## config.mk

```make
export PLATFORM = sky130hd
export DESIGN_NAME = fsc_classifier
export DESIGN_NICKNAME = d
export VERILOG_FILES = /design/src/core/fsc_pkg.sv /design/src/core/fsc_classifier.sv
export SDC_FILE = /design/constraint.sdc
export NUM_CORES = 2
export LEC_CHECK = 0
export BUFFER_PORTS_ARGS = -buffer_cell sky130_fd_sc_hd__buf_2
export CAP_MARGIN = 0
export CORE_AREA = 5 5 492 494
export DETAILED_ROUTE_END_ITERATION = 16
export DIE_AREA = 0 0 497 499
export GPL_TIMING_DRIVEN = 0
export PLACE_DENSITY = 0.38
export SLEW_MARGIN = 30
export SYNTH_ARGS = -nofsm -noshare
export SYNTH_HDL_FRONTEND = slang
export SYNTH_SLANG_ARGS = --single-unit
```

## constraint.sdc

```tcl
create_clock -name ref_clk_in -period 11.6 [get_ports ref_clk_in]
set_input_delay 1.16 -clock ref_clk_in [delete_from_list [all_inputs] [get_ports ref_clk_in]]
set_output_delay 1.16 -clock ref_clk_in [all_outputs]
set_load 0.01 [all_outputs]
```

## src/core/fsc_pkg.sv

```systemverilog
package fsc_pkg;

    // ==========================================================
    // frame layout
    localparam int unsigned DA_BYTES = 6;
    localparam logic [3:0] HDR_LAST = 4'hB;
    localparam logic [15:0] SECTAG_ETYPE = 16'h88E5;
    // port-authentication / key-agreement frames, to be programmed into an ethertype criterion
    localparam logic [15:0] PORT_AUTH_ETYPE = 16'h888E;
    localparam logic [2:0] SECTAG_LAST = 3'h5;
    localparam logic [7:0] SL_LIMIT = 8'h30;

    // ==========================================================
    // security tag control byte fields
    localparam int unsigned TCI_V = 7;
    localparam int unsigned TCI_ES = 6;
    localparam int unsigned TCI_SC = 5;
    localparam int unsigned TCI_SCB = 4;
    localparam int unsigned TCI_E = 3;
    localparam int unsigned TCI_C = 2;

    // tag check enable bit positions
    localparam int unsigned CHK_V = 0;
    localparam int unsigned CHK_CE = 1;
    localparam int unsigned CHK_SCES = 2;
    localparam int unsigned CHK_SCB = 3;
    localparam int unsigned CHK_SL = 4;
    localparam int unsigned CHK_PN = 5;
    localparam int unsigned NUM_CHK = 6;

    // ==========================================================
    // control criterion bit positions in the enable mask
    localparam int unsigned NUM_CRIT = 29;
    localparam int unsigned CRIT_FIXED_DA = 0;
    localparam int unsigned CRIT_PREFIX_DA = 1;
    localparam int unsigned CRIT_RANGE_DA = 2;
    localparam int unsigned CRIT_DA0 = 3;
    localparam int unsigned CRIT_ET0 = 11;
    localparam int unsigned CRIT_PAIR8 = 19;
    localparam int unsigned CRIT_ET10 = 21;
    localparam int unsigned NUM_SINGLE_DA = 8;
    localparam int unsigned NUM_SINGLE_ET = 16;
    localparam int unsigned NUM_PAIR = 2;
    localparam int unsigned NUM_ET_SEL = 18;
    localparam int unsigned PAIR_BASE_NUM = 8;

    // ==========================================================
    // reset values
    localparam logic [47:0] FIXED_DA_RESET = 48'h01000CCCCCCC;
    localparam logic [43:0] PREFIX_DA_RESET = 44'h0180C200000;

    typedef enum logic [1:0] {
        FSC_UNTAGGED,
        FSC_TAGGED,
        FSC_BAD_TAG,
        FSC_KEY_TAG
    } fsc_tag_t;

    typedef enum logic [2:0] {
        ST_IDLE,
        ST_HDR,
        ST_ETYPE,
        ST_VTCI,
        ST_SECTAG,
        ST_SKIP
    } fsc_st_t;

    typedef struct packed {
        fsc_st_t st;
        logic [3:0] cnt;
        logic [2:0] idx;
        logic [47:0] da;
        logic [15:0] et_first;
        logic have_first;
        logic [15:0] et_cur;
        logic [1:0] nvlan;
        logic first_is_stag;
        logic [15:0] vt0;
        logic [15:0] vt1;
        logic sec_seen;
        logic sec_done;
        logic [7:0] tci;
        logic [7:0] sl;
        logic [31:0] pn;
        logic [47:0] fixed_da;
        logic [43:0] prefix_da;
        logic res_valid;
        logic res_ctl;
        fsc_tag_t res_tag;
        logic res_vlan_valid;
        logic res_stag;
        logic res_qtag;
        logic res_qinq;
        logic [2:0] res_up;
        logic [11:0] res_vid;
        logic [2:0] res_inner_up;
        logic [11:0] res_inner_vid;
        logic [15:0] res_etype;
    } fsc_state_t;

endpackage

```

## src/core/fsc_classifier.sv

```systemverilog
`timescale 1ns/1ps

module fsc_classifier (
    // clock and reset
    input wire logic ref_clk_in,
    input wire logic sys_rst_in,
    // frame byte stream
    input wire logic frame_valid_in,
    input wire logic frame_sop_in,
    input wire logic frame_eop_in,
    input wire logic [7:0] frame_byte_in,
    // control classification settings
    input wire logic fixed_dest_addr_wr_in,
    input wire logic [47:0] fixed_dest_addr_criterion_in,
    input wire logic dest_addr_prefix_wr_in,
    input wire logic [43:0] dest_addr_prefix_criterion_in,
    input wire logic [47:0] dest_range_low_bound_in,
    input wire logic [47:0] dest_range_high_bound_in,
    input wire logic [7:0][47:0] single_dest_addr_criterion_in,
    input wire logic [15:0][15:0] single_ethertype_criterion_in,
    input wire logic [1:0][47:0] paired_addr_criterion_in,
    input wire logic [1:0][15:0] paired_type_criterion_in,
    input wire logic [17:0] ethertype_source_select_in,
    input wire logic [28:0] criterion_enable_mask_in,
    // tag and vlan parse settings
    input wire logic [5:0] tag_check_settings_in,
    input wire logic vlan_tag_bypass_in,
    input wire logic [15:0] vlan_ctag_type_in,
    input wire logic [15:0] vlan_stag_type_in,
    input wire logic priority_enable_in,
    input wire logic [2:0] default_priority_in,
    input wire logic [7:0][2:0] priority_remap_outer_in,
    input wire logic [7:0][2:0] priority_remap_inner_in,
    // classification results
    output logic result_valid_out,
    output logic control_out,
    output fsc_pkg::fsc_tag_t tag_status_out,
    output logic vlan_valid_out,
    output logic stag_valid_out,
    output logic qtag_valid_out,
    output logic qinq_found_out,
    output logic [2:0] outer_priority_out,
    output logic [11:0] outer_vid_out,
    output logic [2:0] inner_priority_out,
    output logic [11:0] inner_vid_out,
    output logic [15:0] parsed_etype_out,
    output logic [47:0] fixed_dest_addr_out,
    output logic [43:0] dest_addr_prefix_out
);
    import fsc_pkg::*;

    fsc_state_t s_q;
    fsc_state_t s_d;

    // ==========================================================
    // next state
    always_comb begin
        logic [NUM_CRIT-1:0] hit;
        logic [15:0] etv;
        logic [15:0] et_pick;
        logic [NUM_CHK-1:0] fault;
        logic is_vtag;
        int unsigned num;
        hit = '0;
        etv = {s_q.et_cur[15:8], frame_byte_in};
        et_pick = '0;
        fault = '0;
        is_vtag = 1'b0;
        num = 0;
        s_d = s_q;
        s_d.res_valid = 1'b0;

        // software rewrites of the reset-loaded compare values
        if (fixed_dest_addr_wr_in) begin
            s_d.fixed_da = fixed_dest_addr_criterion_in;
        end
        if (dest_addr_prefix_wr_in) begin
            s_d.prefix_da = dest_addr_prefix_criterion_in;
        end

        if (frame_valid_in) begin
            if (frame_sop_in) begin
                // a one-byte frame is a link status frame and leaves no trace
                s_d.st = frame_eop_in ? ST_IDLE : ST_HDR;
                s_d.da = {40'h0, frame_byte_in};
                s_d.cnt = 4'h1;
                s_d.idx = 3'h0;
                s_d.nvlan = 2'h0;
                s_d.have_first = 1'b0;
                s_d.first_is_stag = 1'b0;
                s_d.sec_seen = 1'b0;
                s_d.sec_done = 1'b0;
                s_d.et_cur = 16'h0;
                s_d.et_first = 16'h0;
            end else begin
                unique case (s_q.st)
                    ST_IDLE: begin
                        s_d.st = ST_IDLE;
                    end
                    ST_HDR: begin
                        if (s_q.cnt < 4'(DA_BYTES)) begin
                            s_d.da = {s_q.da[39:0], frame_byte_in};
                        end
                        s_d.cnt = s_q.cnt + 4'h1;
                        if (s_q.cnt == HDR_LAST) begin
                            s_d.st = ST_ETYPE;
                            s_d.idx = 3'h0;
                        end
                    end
                    ST_ETYPE: begin
                        if (s_q.idx == 3'h0) begin
                            s_d.et_cur[15:8] = frame_byte_in;
                            s_d.idx = 3'h1;
                        end else begin
                            s_d.et_cur = etv;
                            s_d.idx = 3'h0;
                            if (!s_q.have_first) begin
                                s_d.et_first = etv;
                                s_d.have_first = 1'b1;
                            end
                            is_vtag = (etv == vlan_ctag_type_in) || (etv == vlan_stag_type_in);
                            if (is_vtag && s_q.nvlan != 2'h2) begin
                                // at most two tags are walked; a third ends the walk
                                s_d.st = ST_VTCI;
                                s_d.nvlan = s_q.nvlan + 2'h1;
                                if (s_q.nvlan == 2'h0) begin
                                    s_d.first_is_stag = (etv == vlan_stag_type_in);
                                end
                            end else if (etv == SECTAG_ETYPE && (s_q.nvlan == 2'h0 || vlan_tag_bypass_in)) begin
                                s_d.st = ST_SECTAG;
                                s_d.sec_seen = 1'b1;
                            end else begin
                                s_d.st = ST_SKIP;
                            end
                        end
                    end
                    ST_VTCI: begin
                        if (s_q.idx == 3'h0) begin
                            if (s_q.nvlan == 2'h1) begin
                                s_d.vt0[15:8] = frame_byte_in;
                            end else begin
                                s_d.vt1[15:8] = frame_byte_in;
                            end
                            s_d.idx = 3'h1;
                        end else begin
                            if (s_q.nvlan == 2'h1) begin
                                s_d.vt0[7:0] = frame_byte_in;
                            end else begin
                                s_d.vt1[7:0] = frame_byte_in;
                            end
                            s_d.idx = 3'h0;
                            s_d.st = ST_ETYPE;
                        end
                    end
                    ST_SECTAG: begin
                        unique case (s_q.idx)
                            3'h0: s_d.tci = frame_byte_in;
                            3'h1: s_d.sl = frame_byte_in;
                            default: s_d.pn = {s_q.pn[23:0], frame_byte_in};
                        endcase
                        s_d.idx = s_q.idx + 3'h1;
                        if (s_q.idx == SECTAG_LAST) begin
                            s_d.sec_done = 1'b1;
                            s_d.st = ST_SKIP;
                        end
                    end
                    ST_SKIP: begin
                        s_d.st = ST_SKIP;
                    end
                endcase
            end

            // ==================================================
            // frame end: all three results latched in one step
            if (frame_eop_in && !frame_sop_in && s_q.st != ST_IDLE) begin
                s_d.st = ST_IDLE;
                s_d.res_valid = 1'b1;

                // control classification
                hit[CRIT_FIXED_DA] = (s_d.da == s_d.fixed_da);
                hit[CRIT_PREFIX_DA] = (s_d.da[47:4] == s_d.prefix_da);
                hit[CRIT_RANGE_DA] = (s_d.da >= dest_range_low_bound_in) &&
                                     (s_d.da <= dest_range_high_bound_in);
                for (int i = 0; i < NUM_SINGLE_DA; i++) begin
                    hit[CRIT_DA0 + i] = (s_d.da == single_dest_addr_criterion_in[i]);
                end
                for (int j = 0; j < NUM_SINGLE_ET; j++) begin
                    // criterion numbers skip 8 and 9, which belong to the pairs
                    num = (j < 8) ? j : j + NUM_PAIR;
                    et_pick = ethertype_source_select_in[num] ? s_d.et_cur : s_d.et_first;
                    if (j < 8) begin
                        hit[CRIT_ET0 + j] = (et_pick == single_ethertype_criterion_in[j]);
                    end else begin
                        hit[CRIT_ET10 + j - 8] = (et_pick == single_ethertype_criterion_in[j]);
                    end
                end
                for (int k = 0; k < NUM_PAIR; k++) begin
                    et_pick = ethertype_source_select_in[PAIR_BASE_NUM + k] ? s_d.et_cur : s_d.et_first;
                    hit[CRIT_PAIR8 + k] = (s_d.da == paired_addr_criterion_in[k]) &&
                                          (et_pick == paired_type_criterion_in[k]);
                end
                // key-agreement frames reach the control path only via a programmed criterion
                s_d.res_ctl = |(hit & criterion_enable_mask_in);

                // security tag status
                fault[CHK_V] = s_d.tci[TCI_V];
                fault[CHK_CE] = s_d.tci[TCI_C] && !s_d.tci[TCI_E];
                fault[CHK_SCES] = s_d.tci[TCI_SC] && s_d.tci[TCI_ES];
                fault[CHK_SCB] = s_d.tci[TCI_SC] && s_d.tci[TCI_SCB];
                fault[CHK_SL] = (s_d.sl >= SL_LIMIT);
                fault[CHK_PN] = (s_d.pn == 32'h0);
                fault = fault & tag_check_settings_in;
                if (!s_d.sec_seen) begin
                    s_d.res_tag = FSC_UNTAGGED;
                end else if (!s_d.sec_done) begin
                    // a tag cut short by the frame end cannot be trusted
                    s_d.res_tag = FSC_BAD_TAG;
                end else if (fault[CHK_V] || fault[CHK_CE]) begin
                    s_d.res_tag = FSC_BAD_TAG;
                end else if (!s_d.tci[TCI_C] && s_d.tci[TCI_E]) begin
                    // reported apart so flow lookup can only bypass it
                    s_d.res_tag = FSC_KEY_TAG;
                end else if (|fault) begin
                    s_d.res_tag = FSC_BAD_TAG;
                end else begin
                    s_d.res_tag = FSC_TAGGED;
                end

                // vlan results
                s_d.res_vlan_valid = (s_d.nvlan != 2'h0);
                s_d.res_stag = (s_d.nvlan != 2'h0) && s_d.first_is_stag;
                s_d.res_qtag = (s_d.nvlan != 2'h0) && !s_d.first_is_stag;
                s_d.res_qinq = (s_d.nvlan == 2'h2);
                if (s_d.nvlan != 2'h0 && priority_enable_in) begin
                    s_d.res_up = priority_remap_outer_in[s_d.vt0[15:13]];
                end else begin
                    s_d.res_up = default_priority_in;
                end
                s_d.res_vid = s_d.vt0[11:0];
                s_d.res_inner_up = priority_remap_inner_in[s_d.vt1[15:13]];
                s_d.res_inner_vid = s_d.vt1[11:0];
                s_d.res_etype = s_d.et_cur;
            end
        end
    end

    // ==========================================================
    // state register
    always_ff @(posedge ref_clk_in or posedge sys_rst_in) begin
        if (sys_rst_in) begin
            s_q <= '0;
            s_q.st <= ST_IDLE;
            s_q.res_tag <= FSC_UNTAGGED;
            s_q.fixed_da <= FIXED_DA_RESET;
            s_q.prefix_da <= PREFIX_DA_RESET;
        end else begin
            s_q <= s_d;
        end
    end

    // ==========================================================
    // outputs, all straight from registers
    assign result_valid_out = s_q.res_valid;
    assign control_out = s_q.res_ctl;
    assign tag_status_out = s_q.res_tag;
    assign vlan_valid_out = s_q.res_vlan_valid;
    assign stag_valid_out = s_q.res_stag;
    assign qtag_valid_out = s_q.res_qtag;
    assign qinq_found_out = s_q.res_qinq;
    assign outer_priority_out = s_q.res_up;
    assign outer_vid_out = s_q.res_vid;
    assign inner_priority_out = s_q.res_inner_up;
    assign inner_vid_out = s_q.res_inner_vid;
    assign parsed_etype_out = s_q.res_etype;
    assign fixed_dest_addr_out = s_q.fixed_da;
    assign dest_addr_prefix_out = s_q.prefix_da;

endmodule

```

==> results.tsv <==
metric	value	unit
run_status	completed	
tritoncts	yes	
post-route-drc-count	0	
ios	1255	
cp.required	12120	ps
total_power	5.77	mW
p_switching	2.76	mW
detailedRoute.firstPassIterationCount	8	
wire_length_of_the_first_global_routing_pass	439000	um
place.detailed.instances	8746	
gp_congestion	1.01	
seq_area_frac_synth	0.223	
vias_per_cell	4.94	
worst_clock_skew	68.4	ps
postCtsHoldBufs	0	
cp-end-kind	flop	
grt_pass1_vias	43000	
combPwrFrac	0.522	
post_cts_resized	0	
tritoncts_buffer_count	43	
yosys_warnings	0	
worst_pin_slew	1210	ps
drt.antenna.violating_nets	0	
die_w	497	um
final_layout_size_suffix_gt1_frac	0.353	
timing.critical_path.from_type	input pin	
synth_flop_cell	dfrtp_1	
ys_ff_latch	314	
cp.arrival	8310	ps
core.rowCount	179	
dieHeight	499	um
path_class	input pin to flop	
ys_async_sr_fraction	1.00	
fin_setup_tns	0	ps
mappedNetlistNets	5508	
wire_per_inst	38.5	um
synth-edff-count	0	
power_frac_seq	0.223	
post-route-period-util	0.671	
max-cap-violations	0	
clock-root-buffer	clkbuf_16	
finalCoreUtilization	0.204	
via_count	44300	
place.port_buffers	1244	
initial_utilization	0.149	
post-dp-hpwl	287000	um
fillCellCount	27000	
design.final.nets	6834	
grt_max_degree	82	
clock_latency	680	ps
maxSlewHeadroom	0.183	
timing.critical_path.fanout_max	11	
postCtsSetupBuffers	0	
floorplan.die_area	248000	um2
power_switching_share	0.479	
report.final.setup_viol	0	
clockPowerShare	0.255	
p_leak	20.9	nW
period_needed	7790	ps
globalRouteOverflowTotal	0	
grtUsageTotal	0.264	
avgSynthCellArea	8.22	um2
cts.reportedPaths.clkPinSlew	70	ps
synth_cells	4298	
clk_path_buf_depth	3	
p_int	3.01	mW
dr.first_iter.drc_count	4882	
area_growth_syn_to_layout	37.0	%
timing.hold.worst.class	flop to flop	
final_max_slew_viol_count	0	
total_wirelength_of_the_detailed_routed_design	345000	um
final-instance-count-excl-fill	8969	
power.density_cell_area	119	nW/um2
maximum_level_of_the_cts_h_tree	2	
post_synth_cell_types	100	
peakVddDrop	0.110	mV
core_region_area	237000	um2
max_freq	128	MHz
final-hold-violation-count	0	
numClockSinks	314	
setup_repair_after_global_routing_missed_its_margin	no	
syn_area	35300	um2
grt_antenna_before_repair	161	
==> through the flow <==
stage	setup slack [ps]	cell area (um2)	hold WS, ps
after floorplan	1790	35300	444
after global placement	-4160	45500	461
after detailed placement	2880	46600	469
after CTS	3590	48000	483
after global routing	3350	48300	501
final	3810	48400	477
==> path summary, 6_finish.rpt <==
check	from	end	slack, ps	cells past startpoint
setup / recovery	frame_sop_in	control_out$_DFFE_PP0P_	3810	17
hold / removal	qinq_found_out$_DFFE_PP0P_	qinq_found_out$_DFFE_PP0P_	480	2
setup reg to reg	s_q[320]$_DFFE_PP0P_	control_out$_DFFE_PP0P_	4190	17
hold reg to reg	qinq_found_out$_DFFE_PP0P_	qinq_found_out$_DFFE_PP0P_	480	2
max in group asynchronous	sys_rst_in	control_out$_DFFE_PP0P_	9310	6
min in group asynchronous	sys_rst_in	dest_addr_prefix_out[34]$_DFF_PP0_	530	2
==> routing by layer <==
metal | vias up | track usage | wire [um]
met3 | 543 | 0.0619 | 28700
met2 | 2853 | 0.401 | 146000
met4 | 76 | 0.113 | 18200
met5 | - | 0 | 477
li1 | 18400 | - | -
met1 | 22400 | 0.356 | 151000
==> worst max-delay path, stage by stage <==
cell       delay [ps]
buf_2             210
buf_2             400
clkinv_1          740
buf_2             590
o211ai_1          500
nand2_1           560
buf_2             530
ha_1              420
nand4_1           130
nor3_1            340
nand3_1           210
or3_1             480
nor4_1            710
o221ai_1          350
o211a_1           200
o2bb2ai_2         520
a41oi_1           190
==> cells in the mapped netlist, types with 13 or more instances <==
cell,instances,share of area
xnor2_1,482,0.12
buf_4,146,0.031
mux2i_1,94,0.027
nand3_1,155,0.022
o221ai_1,17,0.0042
or4_1,18,0.0038
o22ai_1,14,0.0025
a2111oi_0,29,0.0072
a211oi_1,29,0.0062
a31oi_1,30,0.0053
nand2_1,226,0.024
dfstp_2,20,0.015
o211ai_1,33,0.0070
dfrtp_1,294,0.21
a22oi_1,13,0.0028
a21o_1,49,0.010
ha_1,101,0.036
nor2_1,109,0.012
a21oi_1,314,0.044
nor3_1,62,0.0088
clkbuf_1,151,0.016
mux2_2,192,0.061
and2_1,33,0.0058
and3_1,158,0.028
o21ai_1,26,0.0037
inv_1,163,0.017
o2111ai_1,15,0.0037
nor2b_1,68,0.012
nor4_1,167,0.030
o31ai_1,19,0.0040
nor4b_1,37,0.0092
xor2_1,257,0.064
o21ai_0,197,0.028
o21a_1,19,0.0040
nand2b_1,13,0.0023
buf_2,90,0.013
nand4_1,149,0.026
buf_1,23,0.0024
o32ai_1,18,0.0045
==> cells in the final DEF, fill, tap and decap left out, types with 16 or more instances in the layout <==
master,instances
diode_2,147
nor3_1,61
nor4_2,16
o21ai_2,18
a31oi_1,27
a211oi_1,28
mux2i_1,89
ha_1,101
nor4_1,153
buf_4,157
xnor2_1,482
nor2b_1,68
o32ai_1,18
xor2_1,256
o21ai_0,194
nor4b_1,37
or4_1,18
a2111oi_0,24
a21oi_1,309
nor2_1,107
o21a_1,19
nand2_1,216
inv_1,162
o21ai_1,22
o31ai_1,17
o211ai_1,33
o221ai_1,16
dfstp_2,20
a21o_1,49
clkbuf_16,43
and2_1,33
clkbuf_2,48
buf_2,1342
nand3_1,155
mux2_2,192
dfrtp_1,294
and3_1,158
nand4_1,149
clkbuf_1,114
==> state kept, by name, indices dropped and copies added, names as in the netlist, 2 cells and up <==
signal / flops
inner_priority_out: 3
tag_status_out: 2
outer_priority_out: 3
parsed_etype_out: 16
fixed_dest_addr_out: 48
dest_addr_prefix_out: 44
outer_vid_out: 12
inner_vid_out: 12
s_q: 168
==> final cells by class <==
class / count / area [um2] / share of cell area
Antenna cell: 147 / 368 / 0.00760
Buffer: 413 / 2300 / 0.0476
Clock buffer: 58 / 1180 / 0.0244
Clock inverter: 18 / 264 / 0.00545
Inverter: 186 / 706 / 0.0146
Multi-Input combinational cell: 3385 / 24900 / 0.515
Sequential cell: 314 / 7880 / 0.163
Tap cell: 3167 / 3960 / 0.0818
Timing Repair Buffer: 1281 / 6830 / 0.141
==> cells by family (layout without fill, tap and decap cells) <==
group | count (synthesis) | in the layout | synth area share
other cells | 0 | 147 | 0
mux | 294 | 294 | 0.0927
fa+ha+maj | 102 | 102 | 0.0360
xor+xnor | 739 | 739 | 0.183
buf+inv | 599 | 1956 | 0.0829
flops | 314 | 314 | 0.223
compound gates | 994 | 994 | 0.185
simple gates | 1256 | 1256 | 0.198
==> power by group through the flow <==
| stage | sequential (mW) | clock, mW | combinational (mW) |
|---|---|---|---|
| 4_1_cts | 1.28 | 1.50 | 2.99 |
| 6_report | 1.29 | 1.47 | 3.01 |
| 3_3_place_gp | 1.30 | 0 | 2.93 |
| 2_1_floorplan | 1.27 | 0 | 1.50 |
| 5_1_grt | 1.30 | 1.53 | 3.15 |
| 3_5_place_dp | 1.30 | 0 | 2.98 |
No activity file was read; power rests on OpenSTA's default activity.
